$ cat src/cct_pkg.sv
// Constants for the 16-bit capture/compare timer
package cct_pkg;
    // ------------------------------------------------------------
    // Register byte offsets
    // ------------------------------------------------------------
    localparam logic [5:0] OFF_MODE   = 6'h00;
    localparam logic [5:0] OFF_CCCTL  = 6'h04;
    localparam logic [5:0] OFF_PRESC  = 6'h08;
    localparam logic [5:0] OFF_OUTCTL = 6'h0c;
    localparam logic [5:0] OFF_COUNT  = 6'h10;
    localparam logic [5:0] OFF_CCA    = 6'h14;
    localparam logic [5:0] OFF_CCB    = 6'h18;
    localparam logic [5:0] OFF_PORT   = 6'h1c;
    // ------------------------------------------------------------
    // Field positions
    // ------------------------------------------------------------
    localparam int MODE_OVF_BIT = 0;
    localparam int MODE_LO      = 1;
    localparam int CC_A_CAP_BIT = 0;
    localparam int CC_A_SRC_BIT = 1;
    localparam int CC_B_CAP_BIT = 2;
    localparam int ES_A_LO      = 0;
    localparam int ES_B_LO      = 2;
    localparam int CSEL_LO      = 4;
    localparam int OUT_EN_BIT   = 0;
    localparam int OS_EN_BIT    = 5;
    localparam int OS_TRIG_BIT  = 6;
    localparam int LATCH_BIT    = 0;
    localparam int DIR_BIT      = 1;
    // ------------------------------------------------------------
    // Encodings and reset values
    // ------------------------------------------------------------
    localparam logic [1:0] RUN_STOP  = 2'h0;
    localparam logic [1:0] RUN_FREE  = 2'h1;
    localparam logic [1:0] RUN_CLR_A = 2'h2;
    localparam logic [1:0] RUN_CLR_M = 2'h3;
    localparam logic [1:0] ES_FALL   = 2'h0;
    localparam logic [1:0] ES_RISE   = 2'h1;
    localparam logic [1:0] ES_NONE   = 2'h2;
    localparam logic [1:0] ES_BOTH   = 2'h3;
    localparam logic [1:0] CSEL_DIV1 = 2'h0;
    localparam logic [1:0] CSEL_DIV4 = 2'h1;
    localparam logic [1:0] CSEL_D16  = 2'h2;
    localparam logic [1:0] CSEL_EXT  = 2'h3;
    localparam logic [1:0] RESP_OKAY = 2'h0;
    localparam logic [1:0] RESP_SLV  = 2'h2;
    localparam logic [15:0] CNT_RST  = 16'h0000;
    localparam logic [15:0] CNT_MAX  = 16'hffff;
    localparam logic [15:0] CC_RST   = 16'h0000;
    localparam logic [7:0]  CTL_RST  = 8'h00;
    localparam logic [1:0]  FILT_CYC = 2'h3;
endpackage

$ cat src/cct_timer16.sv
// 16-bit capture/compare timer with AXI4-Lite registers
// ----------------------------------------------------------------
// Overview of operation
// - Read-only 16-bit counter advances once per selected count tick.
// - A count read freezes the count tick for that cycle.
// - Counter is zero after reset and while both run bits are zero.
// - Mode clear-on-A-edge zeroes counter on each valid input A edge.
// - Mode clear-on-match zeroes counter when it equals register A in compare use.
// - One-shot mode zeroes counter on soft trigger or valid A edge.
// - Control bit 0 picks capture or compare use of register A.
// - Compare A raises match A pulse whenever counter reaches it.
// - Capture A triggers from input A or input B edge.
// - A edge codes: 00 fall, 01 rise, 11 both; A capture opposite edge, none for 11.
// - B edge codes: 00 fall, 01 rise, 11 both; capture same edge.
// - Compare registers read/write 16 bits; capture registers ignore writes.
// - Reset loads register A with zero.
// - Register A zero matches after the counter wraps past FFFF.
// - Control bit 2 picks capture or compare use of register B.
// - Compare B raises match B pulse whenever counter reaches it.
// - Capture B happens on the valid input A edge.
// - Output pin is timer output ORed with the port latch.
// - Input A serves as filtered external event count source.
// - Counter stays stopped while both run bits are zero.
// - Wrap from FFFF to 0000 sets the overflow flag.
// ----------------------------------------------------------------
//
// Chosen here: the AXI4-Lite slave port and the placing of the registers.
module cct_timer16 (
    // Clock and reset
    input  wire logic        clk,
    input  wire logic        rst_n,
    // AXI4-Lite write
    input  wire logic [5:0]  s_axi_awaddr,
    input  wire logic        s_axi_awvalid,
    output logic             s_axi_awready,
    input  wire logic [31:0] s_axi_wdata,
    input  wire logic [3:0]  s_axi_wstrb,
    input  wire logic        s_axi_wvalid,
    output logic             s_axi_wready,
    output logic [1:0]       s_axi_bresp,
    output logic             s_axi_bvalid,
    input  wire logic        s_axi_bready,
    // AXI4-Lite read
    input  wire logic [5:0]  s_axi_araddr,
    input  wire logic        s_axi_arvalid,
    output logic             s_axi_arready,
    output logic [31:0]      s_axi_rdata,
    output logic [1:0]       s_axi_rresp,
    output logic             s_axi_rvalid,
    input  wire logic        s_axi_rready,
    // Timer pins
    input  wire logic        trigger_input_a,
    input  wire logic        trigger_input_b,
    output logic             timer_output_pin,
    output logic             match_irq_a,
    output logic             match_irq_b
);
    // ------------------------------------------------------------
    // Helpers
    // ------------------------------------------------------------
    function automatic logic es_hit(input logic [1:0] es,
                                    input logic rise,
                                    input logic fall);
        case (es)
            cct_pkg::ES_FALL: es_hit = fall;
            cct_pkg::ES_RISE: es_hit = rise;
            cct_pkg::ES_BOTH: es_hit = rise | fall;
            default:          es_hit = 1'b0;
        endcase
    endfunction

    function automatic logic [15:0] merge16(input logic [15:0] old,
                                            input logic [31:0] wd,
                                            input logic [3:0] st);
        merge16 = {st[1] ? wd[15:8] : old[15:8],
                   st[0] ? wd[7:0] : old[7:0]};
    endfunction

    // ------------------------------------------------------------
    // State
    // ------------------------------------------------------------
    logic [2:0]  mode_r;
    logic        ovf_r;
    logic [2:0]  ccctl_r;
    logic [5:0]  presc_r;
    logic [1:0]  outctl_r;
    logic        os_trig_r;
    logic [1:0]  port_r;
    logic [15:0] count_r;
    logic [15:0] cc_a_r;
    logic [15:0] cc_b_r;
    logic [3:0]  pre_r;
    logic [1:0]  filt_r;
    logic [1:0]  prev_r;
    logic [1:0]  fcnt_r [2];
    logic        tout_r;
    logic [5:0]  awaddr_r;
    logic        aw_full_r;
    logic [31:0] wdata_r;
    logic [3:0]  wstrb_r;
    logic        w_full_r;

    // ------------------------------------------------------------
    // Edge decode
    // ------------------------------------------------------------
    wire logic [1:0] es_a     = presc_r[cct_pkg::ES_A_LO +: 2];
    wire logic [1:0] es_b     = presc_r[cct_pkg::ES_B_LO +: 2];
    wire logic [1:0] csel     = presc_r[cct_pkg::CSEL_LO +: 2];
    wire logic [1:0] rise     = filt_r & ~prev_r;
    wire logic [1:0] fall     = ~filt_r & prev_r;
    wire logic       valid_a  = es_hit(es_a, rise[0], fall[0]);
    wire logic       valid_b  = es_hit(es_b, rise[1], fall[1]);
    wire logic [1:0] cap_es_a = (es_a == cct_pkg::ES_BOTH) ?
                                cct_pkg::ES_NONE :
                                {1'b0, ~es_a[0]};
    wire logic       cap_a_pin = es_hit(cap_es_a, rise[0], fall[0]);
    wire logic       cap_a    = ccctl_r[cct_pkg::CC_A_CAP_BIT];
    wire logic       cap_b    = ccctl_r[cct_pkg::CC_B_CAP_BIT];
    wire logic       cap_a_evt = cap_a &
                                 (ccctl_r[cct_pkg::CC_A_SRC_BIT] ?
                                  valid_b : cap_a_pin);
    wire logic       cap_b_evt = cap_b & valid_a;

    // ------------------------------------------------------------
    // Bus decode
    // ------------------------------------------------------------
    wire logic ar_take = s_axi_arvalid & s_axi_arready;
    wire logic aw_take = s_axi_awvalid & s_axi_awready;
    wire logic w_take  = s_axi_wvalid & s_axi_wready;
    wire logic wr_do   = aw_full_r & w_full_r & ~s_axi_bvalid;
    wire logic wr_mode = wr_do & (awaddr_r == cct_pkg::OFF_MODE);
    wire logic wr_cc   = wr_do & (awaddr_r == cct_pkg::OFF_CCCTL);
    wire logic wr_pre  = wr_do & (awaddr_r == cct_pkg::OFF_PRESC);
    wire logic wr_out  = wr_do & (awaddr_r == cct_pkg::OFF_OUTCTL);
    wire logic wr_port = wr_do & (awaddr_r == cct_pkg::OFF_PORT);
    wire logic wr_cca  = wr_do & (awaddr_r == cct_pkg::OFF_CCA);
    wire logic wr_ccb  = wr_do & (awaddr_r == cct_pkg::OFF_CCB);
    wire logic wr_cnt  = wr_do & (awaddr_r == cct_pkg::OFF_COUNT);
    wire logic wr_ok   = wr_mode | wr_cc | wr_pre | wr_out | wr_port |
                         wr_cca | wr_ccb | wr_cnt;
    wire logic wr_b0   = wstrb_r[0];
    wire logic freeze  = ar_take &
                         (s_axi_araddr == cct_pkg::OFF_COUNT);

    // ------------------------------------------------------------
    // Count control
    // ------------------------------------------------------------
    wire logic [1:0] run_mode = mode_r[2:1];
    wire logic run = (run_mode != cct_pkg::RUN_STOP);
    wire logic os_mode = outctl_r[1];
    wire logic cnt_en = (csel == cct_pkg::CSEL_DIV1) ||
                        (csel == cct_pkg::CSEL_DIV4 &&
                         pre_r[1:0] == 2'h3) ||
                        (csel == cct_pkg::CSEL_D16 &&
                         pre_r == 4'hf) ||
                        (csel == cct_pkg::CSEL_EXT && valid_a);
    wire logic tick = run & cnt_en & ~freeze;
    wire logic [15:0] count_inc = count_r + 16'h0001;
    wire logic clr_ext = run & (run_mode == cct_pkg::RUN_CLR_A) &
                         valid_a;
    wire logic clr_os = run & os_mode & (os_trig_r | valid_a);
    wire logic clr_match = tick & (run_mode == cct_pkg::RUN_CLR_M) &
                           ~cap_a & (count_r == cc_a_r);
    wire logic clr_any = clr_ext | clr_os | clr_match;
    wire logic cmp_a = tick & ~clr_ext & ~clr_os & ~cap_a &
                       ~clr_match & (count_inc == cc_a_r);
    wire logic cmp_b = tick & ~clr_ext & ~clr_os & ~cap_b &
                       ~clr_match & (count_inc == cc_b_r);
    wire logic ovf_set = tick & ~clr_ext & ~clr_os &
                         (count_r == cct_pkg::CNT_MAX);
    wire logic [15:0] count_nxt = !run ? cct_pkg::CNT_RST :
                                  clr_any ? cct_pkg::CNT_RST :
                                  tick ? count_inc : count_r;
    wire logic pin_src = tout_r | port_r[cct_pkg::LATCH_BIT];

    // ------------------------------------------------------------
    // Read data
    // ------------------------------------------------------------
    wire logic rd_ok = (s_axi_araddr[1:0] == 2'h0) &&
                       (s_axi_araddr <= cct_pkg::OFF_PORT);
    logic [15:0] rd_mux;
    always_comb begin
        case (s_axi_araddr)
            cct_pkg::OFF_MODE:   rd_mux = {12'h000, mode_r, ovf_r};
            cct_pkg::OFF_CCCTL:  rd_mux = {13'h0000, ccctl_r};
            cct_pkg::OFF_PRESC:  rd_mux = {10'h000, presc_r};
            cct_pkg::OFF_OUTCTL: rd_mux = {10'h000, outctl_r[1],
                                           4'h0, outctl_r[0]};
            cct_pkg::OFF_COUNT:  rd_mux = count_r;
            cct_pkg::OFF_CCA:    rd_mux = cc_a_r;
            cct_pkg::OFF_CCB:    rd_mux = cc_b_r;
            cct_pkg::OFF_PORT:   rd_mux = {14'h0000, port_r};
            default:             rd_mux = 16'h0000;
        endcase
    end

    // ------------------------------------------------------------
    // AXI4-Lite handshakes
    // ------------------------------------------------------------
    always_ff @(posedge clk or negedge rst_n) begin
        if (!rst_n) begin
            aw_full_r     <= 1'b0;
            w_full_r      <= 1'b0;
            awaddr_r      <= 6'h00;
            wdata_r       <= 32'h00000000;
            wstrb_r       <= 4'h0;
            s_axi_awready <= 1'b0;
            s_axi_wready  <= 1'b0;
            s_axi_bvalid  <= 1'b0;
            s_axi_bresp   <= cct_pkg::RESP_OKAY;
        end else begin
            if (aw_take) begin
                awaddr_r <= s_axi_awaddr;
            end
            if (w_take) begin
                wdata_r <= s_axi_wdata;
                wstrb_r <= s_axi_wstrb;
            end
            aw_full_r     <= (aw_full_r | aw_take) & ~wr_do;
            w_full_r      <= (w_full_r | w_take) & ~wr_do;
            s_axi_awready <= ~((aw_full_r | aw_take) & ~wr_do);
            s_axi_wready  <= ~((w_full_r | w_take) & ~wr_do);
            if (wr_do) begin
                s_axi_bvalid <= 1'b1;
                s_axi_bresp  <= wr_ok ? cct_pkg::RESP_OKAY :
                                        cct_pkg::RESP_SLV;
            end else if (s_axi_bready) begin
                s_axi_bvalid <= 1'b0;
            end
        end
    end

    always_ff @(posedge clk or negedge rst_n) begin
        if (!rst_n) begin
            s_axi_arready <= 1'b0;
            s_axi_rvalid  <= 1'b0;
            s_axi_rdata   <= 32'h00000000;
            s_axi_rresp   <= cct_pkg::RESP_OKAY;
        end else if (ar_take) begin
            s_axi_arready <= 1'b0;
            s_axi_rvalid  <= 1'b1;
            s_axi_rdata   <= rd_ok ? {16'h0000, rd_mux} : 32'h00000000;
            s_axi_rresp   <= rd_ok ? cct_pkg::RESP_OKAY :
                                     cct_pkg::RESP_SLV;
        end else if (s_axi_rvalid && s_axi_rready) begin
            s_axi_rvalid  <= 1'b0;
            s_axi_arready <= 1'b1;
        end else begin
            s_axi_arready <= ~s_axi_rvalid;
        end
    end

    // ------------------------------------------------------------
    // Control registers
    // ------------------------------------------------------------
    always_ff @(posedge clk or negedge rst_n) begin
        if (!rst_n) begin
            mode_r    <= cct_pkg::CTL_RST[3:1];
            ovf_r     <= 1'b0;
            ccctl_r   <= cct_pkg::CTL_RST[2:0];
            presc_r   <= cct_pkg::CTL_RST[5:0];
            outctl_r  <= cct_pkg::CTL_RST[1:0];
            os_trig_r <= 1'b0;
            port_r    <= cct_pkg::CTL_RST[1:0];
        end else begin
            if (wr_mode && wr_b0) begin
                mode_r <= wdata_r[cct_pkg::MODE_LO +: 3];
            end
            if (ovf_set) begin
                ovf_r <= 1'b1;
            end else if (wr_mode && wr_b0 &&
                         !wdata_r[cct_pkg::MODE_OVF_BIT]) begin
                ovf_r <= 1'b0;
            end
            if (wr_cc && wr_b0) begin
                ccctl_r <= wdata_r[2:0];
            end
            if (wr_pre && wr_b0) begin
                presc_r <= wdata_r[5:0];
            end
            if (wr_out && wr_b0) begin
                outctl_r <= {wdata_r[cct_pkg::OS_EN_BIT],
                             wdata_r[cct_pkg::OUT_EN_BIT]};
            end
            os_trig_r <= wr_out & wr_b0 &
                         wdata_r[cct_pkg::OS_TRIG_BIT];
            if (wr_port && wr_b0) begin
                port_r <= {wdata_r[cct_pkg::DIR_BIT],
                           wdata_r[cct_pkg::LATCH_BIT]};
            end
        end
    end

    // ------------------------------------------------------------
    // Input filter and prescaler
    // ------------------------------------------------------------
    wire logic [1:0] pins = {trigger_input_b, trigger_input_a};

    always_ff @(posedge clk or negedge rst_n) begin
        if (!rst_n) begin
            filt_r <= 2'h0;
            prev_r <= 2'h0;
            pre_r  <= 4'h0;
            for (int i = 0; i < 2; i++) begin
                fcnt_r[i] <= 2'h0;
            end
        end else begin
            prev_r <= filt_r;
            pre_r  <= pre_r + 4'h1;
            for (int i = 0; i < 2; i++) begin
                if (pins[i] == filt_r[i]) begin
                    fcnt_r[i] <= 2'h0;
                end else if (fcnt_r[i] == cct_pkg::FILT_CYC - 2'h1) begin
                    fcnt_r[i] <= 2'h0;
                    filt_r[i] <= pins[i];
                end else begin
                    fcnt_r[i] <= fcnt_r[i] + 2'h1;
                end
            end
        end
    end

    // ------------------------------------------------------------
    // Counter, capture/compare, outputs
    // ------------------------------------------------------------
    always_ff @(posedge clk or negedge rst_n) begin
        if (!rst_n) begin
            count_r          <= cct_pkg::CNT_RST;
            cc_a_r           <= cct_pkg::CC_RST;
            cc_b_r           <= cct_pkg::CC_RST;
            tout_r           <= 1'b0;
            timer_output_pin <= 1'b0;
            match_irq_a      <= 1'b0;
            match_irq_b      <= 1'b0;
        end else begin
            count_r <= count_nxt;
            if (cap_a_evt) begin
                cc_a_r <= count_r;
            end else if (wr_cca && !cap_a) begin
                cc_a_r <= merge16(cc_a_r, wdata_r, wstrb_r);
            end
            if (cap_b_evt) begin
                cc_b_r <= count_r;
            end else if (wr_ccb && !cap_b) begin
                cc_b_r <= merge16(cc_b_r, wdata_r, wstrb_r);
            end
            if (cmp_a && outctl_r[0]) begin
                tout_r <= ~tout_r;
            end
            timer_output_pin <= pin_src;
            match_irq_a      <= cmp_a | cap_a_evt;
            match_irq_b      <= cmp_b | cap_b_evt;
        end
    end

    // ------------------------------------------------------------
    // Checks
    // ------------------------------------------------------------
    a_stop_holds_zero: assert property (@(posedge clk)
        disable iff (!rst_n) !run |=> count_r == 16'h0000)
        else $error("counter not zero while stopped");
    a_count_step: assert property (@(posedge clk)
        disable iff (!rst_n) tick && !clr_any |=>
        count_r == $past(count_inc))
        else $error("counter did not advance by one");
    a_read_freeze: assert property (@(posedge clk)
        disable iff (!rst_n) freeze && run && !clr_any |=>
        count_r == $past(count_r) && s_axi_rdata[15:0] == count_r)
        else $error("count moved during read");
    a_ext_clear: assert property (@(posedge clk)
        disable iff (!rst_n) clr_ext |=> count_r == 16'h0000)
        else $error("edge clear missed");
    a_match_clear: assert property (@(posedge clk)
        disable iff (!rst_n) clr_match |=> count_r == 16'h0000)
        else $error("match clear missed");
    a_oneshot_clear: assert property (@(posedge clk)
        disable iff (!rst_n) clr_os |=> count_r == 16'h0000)
        else $error("one-shot clear missed");
    a_match_a_irq: assert property (@(posedge clk)
        disable iff (!rst_n) cmp_a |=> match_irq_a &&
        count_r == $past(cc_a_r))
        else $error("match A pulse missing");
    a_capture_a_copy: assert property (@(posedge clk)
        disable iff (!rst_n) cap_a_evt |=> cc_a_r == $past(count_r))
        else $error("capture A wrong value");
    a_capture_b_copy: assert property (@(posedge clk)
        disable iff (!rst_n) cap_b_evt |=> cc_b_r == $past(count_r))
        else $error("capture B wrong value");
    a_cap_write_ignored: assert property (@(posedge clk)
        disable iff (!rst_n) cap_a && !cap_a_evt |=>
        cc_a_r == $past(cc_a_r))
        else $error("capture register was written");
    a_pin_or: assert property (@(posedge clk)
        disable iff (!rst_n) 1'b1 |=> timer_output_pin == $past(pin_src))
        else $error("output pin is not the OR");
    a_ovf_flag: assert property (@(posedge clk)
        disable iff (!rst_n) ovf_set |=> ovf_r && count_r == 16'h0000)
        else $error("overflow flag not set");
endmodule // cct_timer16

$ cat config.mk
export PLATFORM = sky130hd
export DESIGN_NAME = cct_timer16
export DESIGN_NICKNAME = d
export VERILOG_FILES = /design/src/cct_pkg.sv /design/src/cct_timer16.sv
export SDC_FILE = /design/constraint.sdc
export NUM_CORES = 1
export LEC_CHECK = 0
export BUFFER_PORTS_ARGS = -buffer_cell sky130_fd_sc_hd__buf_2
export CORE_AREA = 8 8 181 114
export DETAILED_ROUTE_END_ITERATION = 8
export DIE_AREA = 0 0 189 122
export PLACE_DENSITY = 0.66
export SYNTH_ARGS = -nofsm -noshare
export SYNTH_HDL_FRONTEND = slang
export SYNTH_SLANG_ARGS = --single-unit
export TNS_END_PERCENT = 1
$ cat constraint.sdc
create_clock -name clk -period 3.02 [get_ports clk]
set_input_delay 0.604 -clock clk [delete_from_list [all_inputs] [get_ports clk]]
set_output_delay 0.604 -clock clk [all_outputs]
set_load 0.05 [all_outputs]
; ---- After elaboration in Yosys (flattened, before gate mapping)
; Index checks and enable logic that the tools add are counted.
[word_totals]
register_bits = 149
[op_classes]
addsub = 4
magnitude_cmp = 1
n_eq_ne = 36
muxes = 30
bitwise = 74
n_reduce_logical = 43
[ops]
columns = operator, n
row1 = $mux 16, 8
row2 = $pmux 16 s8, 1
row3 = $eq 16x16->1, 3
row4 = $eq 6x5->1 const B, 8
row5 = $and 1x1->1, 38
row6 = $eq 6x4->1 const B, 4
row7 = $eq 2x2->1 const B, 10
row8 = $reduce_bool 2->1, 10
row9 = $or 1x1->1, 17
row10 = $add 16x1->16 const B, 1
row11 = $eq 16x16->1 const B, 1
row12 = $mux 8, 2
row13 = $not 1->1, 15
row14 = $logic_and 1x1->1, 14
row15 = $mux 2, 7
row16 = $eq 6x3->1 const B, 2
row17 = $logic_not 6->1, 2
row18 = $reduce_and 2->1, 6
row19 = $logic_not 2->1, 5
row20 = $mux 1, 9
row21 = $pmux 1 s3, 3
row22 = $eq 2x1->1 const B, 4
row23 = $le 6x5->1 const B, 1
row24 = $add 2x1->2 const B, 2
row25 = 8 further kinds, 15

; ---- Logic depth before layout (Yosys ltp)
[logic_depth]
depth_word = 15
ltp_mapped = 11
ltp_nobuf = 9

; ---- Worst setup path before layout
; No wires, ideal clock.
[synth_timing]
path_kind = flip-flop to flip-flop
start = register filt_r[0]
end = register count_r[11]
setup_ns = 0.074
t_arrival_ns = 2.345
required_ns = 2.946
path_slack_ns = 0.601
stages_incl_launch_ff = 11
path_cell_list = dfrtp_1 inv_1 ha_1 mux2i_1 o211ai_1 a22oi_2 or3b_1 or2_1 buf_6 or3_1 o21ai_2
[synth_via]
elab_chain_len = 14
[synth_lines]
columns = element, line
row1 = start: declaration, cct_timer16.sv:93  ; logic [1:0] filt_r;
row2 = start signal: indexed assignment, cct_timer16.sv:315  ; filt_r[i] <= pins[i];
row3 = $not 2->2, cct_timer16.sv:110  ; wire logic [1:0] fall = ~filt_r & prev_r;
row4 = $and 2x2->2, cct_timer16.sv:110
row5 = $or 1x1->1, cct_timer16.sv:67  ; cct_pkg::ES_BOTH: es_hit = rise | fall;
row6 = $pmux 1 s3 (*), cct_timer16.sv:64  ; case (es)
row7 = $logic_and 1x1->1, cct_timer16.sv:156  ; (csel == cct_pkg::CSEL_EXT && valid_a);
row8 = $logic_or 1x1->1, cct_timer16.sv:155  ; pre_r == 4'hf) ||
row9 = $and 1x1->1 (2 in series), cct_timer16.sv:157  ; wire logic tick = run & cnt_en & ~freeze;
row10 = $and 1x1->1 (2 in series), cct_timer16.sv:162  ; wire logic clr_match = tick & (run_mode == cct_pkg::RUN_CLR_M) &
row11 = $and 1x1->1, cct_timer16.sv:163  ; ~cap_a & (count_r == cc_a_r);
row12 = $or 1x1->1, cct_timer16.sv:164  ; wire logic clr_any = clr_ext | clr_os | clr_match;
row13 = $mux 16, cct_timer16.sv:172  ; clr_any ? cct_pkg::CNT_RST :
row14 = $mux 16, cct_timer16.sv:171  ; wire logic [15:0] count_nxt = !run ? cct_pkg::CNT_RST :
row15 = end signal: assignment, cct_timer16.sv:328  ; count_r <= cct_pkg::CNT_RST;
row16 = end signal: assignment, cct_timer16.sv:336  ; count_r <= count_nxt;
row17 = end: declaration, cct_timer16.sv:89  ; logic [15:0] count_r;
; Mark *: on every way between the ends. The rest lies on a longest branch, timed or not.
; A chain may end at the register's enable or synchronous reset.

; ---- Final worst setup path
; Ends and elaborated chain as after synthesis.

==> metrics.md <==
| Metric | Value |
|---|---|
| Setup bufs post-CTS | `0` |
| Vias/cell | `5.37` |
| Area grow syn2layout | `16.6%` |
| Worst skew pair latency | `0.42 ns` |
| # IOs | `101` |
| Placed cell count | `979` |
| Top Metal Used | `met4` |
| Clk sinks | `131` |
| Data required time at the worst endpoint | `3.36 ns` |
| RR Startpoint | `filt_r[0]$_DFFE_PN0P_` |
| Cell Rows | `38` |
| Die Ht | `122 µm` |
| Global-route wire length before repair | `31.2 mm` |
| Final min period | `about 2.7 ns` |
| # resized after CTS | `0` |
| Netlist cell types | `49` |
| Routed wl met3 | `between 2 and 2.5 mm` |
| Largest net degree at the start of global routing | `62` |
| CTS root buf | `clkbuf_16` |
| Initial antenna violation count | `1` |
| Synthesis Warnings | `0` |
| Final worst-path cycle share | `between 90% and 100%` |
| Diodes inserted | `0` |
| Die ar. | `approximately 23000 µm²` |
| CP Capture Type | `flop` |
| Final wirelength | `19.6 mm` |
| Post-synthesis async set-or-reset flop share | `between 90% and 100%` |
| Number of port buffers | `64` |
| Worst R2R Path Depth | `10` |
| Effective utilization at floorplan | `39.6%` |
| Fillers | `1722` |
| # H-tree levels | `4` |
| Vias in the first global route | `5176` |
| Yosys reg bits | `131` |
| CP Max Fanout | `21` |
| GP Congestion | `0.916` |
| RSZ-0062 raised after global routing | `false` |
| Footprint of the multi-input gates | `3430 µm²` |
| Startpoint Class | `flop` |
| Setup CP Type | `reg -> reg` |
| All-Layer GR Usage | `17.6%` |
| Endpoints failing hold | `0` |
| CTS Buf Count | `17` |
| Overflow after GRT | `0` |
| Worst Skew | `~0.014 ns` |
| Area of the mapped netlist | `7060 µm²` |
| Max-Slew Margin vs Limit | `39.0%` |
| WL per Instance | `19.4 µm` |
| Commonest non-fill, non-tap cell in the layout | `dfrtp_1` |
| Reg2Reg Setup Slack | `0.29 ns` |
| Sequential Area | `3280 µm²` |
| Clock Path Buffers | `2` |
| Max Cap Viol | `0` |
| Number of synthesized flops with an enable pin | `0` |
| Via Count | `5433` |
| CTS tree | `done` |
| Reg clk slew, reported paths | `0.07 ns` |
| Top FF cell, synth | `dfrtp_1` |
| Synth Instances | `686` |
| Post-cts hold buffer count | `0` |
| Critical path arrival | `3.08 ns` |
| Synth Area per Inst | `between 10 and 15 µm²` |
| Slew of the pin with the lowest slew margin | `0.908 ns` |
| Finish-stage setup viols | `0` |
| PD cells | `833 nW/µm²` |
| Met1 Wirelength | `10.4 mm` |
| Total power | `6.85 mW` |
| Final Max Slew Viols | `0` |
| Peak VDD IR | `0.465 mV` |
| Die span in x | `about 190 µm` |
| Max frequency | `0.366 GHz` |
| Most frequent cells in the layout | `131 x dfrtp_1, 63 x buf_2, 50 x mux2i_1` |
| CORE AREA | `17800 µm²` |
| Layout Nets | `821` |
| Layout cell share with drive strength beyond 1 | `between 20% and 30%` |
| Seq/Total Area, Yosys | `46.4%` |
| Met2 Routed Length | `6.93 mm` |
| DRT iter0 DRCs | `597` |
| DRC viols | `0` |
| Worst r2r dst | `count_r[11]$_DFFE_PN0P_` |
| Number of iterations in the first detailed-routing pass | `5` |
| Post-route ant nets | `0` |
| Setup_tns | `0 ns` |
| Tightest Hold Check Type | `in -> async` |
| Status | `finished clean` |
| Lkg Pwr | `4.15 nW` |
| Detail Placement HPWL | `14.6 mm` |
| Non-filler instance count after layout | `just over 1000` |
layer usage:
metal / track usage [%] / vias to the layer above
met4: 3.50 / 0
li1: - / 2545
met1: 28.6 / 2657
met2: 21.0 / 217
met5: 0 / -
met3: 6.16 / 14
synth_stat cells, drive strengths merged (3+ instances only):
master / number / area, µm²
or3: 5 / 31.3
clkbuf: 25 / 93.8
nand2: 35 / 131
o211ai: 4 / 30.0
nand3b: 5 / 37.5
nor3b: 5 / 47.5
nor3: 20 / 100
a21oi: 40 / 200
nor4b: 4 / 35.0
mux2: 39 / 439
xor2: 26 / 228
o31ai: 3 / 22.5
nand3: 15 / 75.1
nor4: 15 / 115
a22o: 19 / 166
nand2b: 3 / 18.8
xnor2: 34 / 298
inv: 22 / 82.6
ha: 6 / 75.1
a21o: 12 / 90.1
a31oi: 5 / 31.3
buf: 36 / 239
nor2: 48 / 180
o21ai: 45 / 229
dfrtp: 131 / 3280
and2: 4 / 25.0
mux4: 3 / 67.6
and3: 6 / 37.5
mux2i: 50 / 500
nand4: 9 / 56.3
worst max path at each step:
stage / to / slack [ns] / startpoint / depth (start not counted)
2_1_floorplan: count_r[11]$_DFFE_PN0P_ / 0.60 / filt_r[0]$_DFFE_PN0P_ / 10
3_3_place_gp: count_r[15]$_DFFE_PN0P_ / 0.32 / s_axi_araddr[1] / 8
3_5_place_dp: count_r[6]$_DFFE_PN0P_ / 0.27 / s_axi_araddr[1] / 8
4_1_cts: count_r[11]$_DFFE_PN0P_ / 0.28 / filt_r[0]$_DFFE_PN0P_ / 10
5_1_grt: count_r[12]$_DFFE_PN0P_ / 0.11 / filt_r[0]$_DFFE_PN0P_ / 10
6_report: count_r[11]$_DFFE_PN0P_ / 0.29 / filt_r[0]$_DFFE_PN0P_ / 10
flip-flops by register name, indices dropped and copies added, names as in the netlist, 4 cells and up:
signal,cells
s_axi_rdata,16
fcnt_r,4
wdata_r,16
pre_r,4
cc_a_r,16
awaddr_r,6
cc_b_r,16
count_r,16
presc_r,6
kinds of logic (layout without fill, tap and decap cells):
family / Yosys count / in the layout / share of synthesized area, %
simple gates: 177 / 177 / 12.9
other cells: 1 / 18 / 0.0531
mux: 92 / 92 / 14.3
buf+inv: 83 / 151 / 5.89
fa+ha+maj: 6 / 6 / 1.06
compound gates: 136 / 136 / 11.9
xor+xnor: 60 / 60 / 7.45
flops: 131 / 131 / 46.4
cell type report:
cell class	instances	area share, %
multi-input combinational	489	41.7
sequential	131	39.8
timing repair buffer	97	7.28
clock buffer	18	5.34
tap	240	3.65
clock inverter	14	1.25
inverter	22	1.00
critical path: stages (launching register included):
cell	delay, ns
dfrtp_1	0.40
inv_1	0.07
ha_1	0.20
mux2i_1	0.26
o211ai_1	0.14
a22oi_2	0.23
or3b_1	0.43
or2_1	0.31
buf_12	0.18
or3_1	0.36
o21ai_2	0.07
power breakdown:
| group | internal, mW | switching [mW] |
|---|---|---|
| registers | 2.26 | 0.608 |
| clock network | 1.08 | 0.829 |
| logic | 0.927 | 1.16 |
per-stage QoR:
stage	instance area [µm²]	setup slack (ns)	hold slack (ns)	util (%)
finish	8230	0.289	0.0825	46.2
detailed placement	7690	0.274	0.421	43.1
global route	8230	0.109	0.105	46.2
floorplan	7120	0.601	0.308	-
global placement	7690	0.322	0.426	43.1
CTS	8230	0.281	0.0941	46.2
No activity file was read; power rests on OpenSTA's default activity.
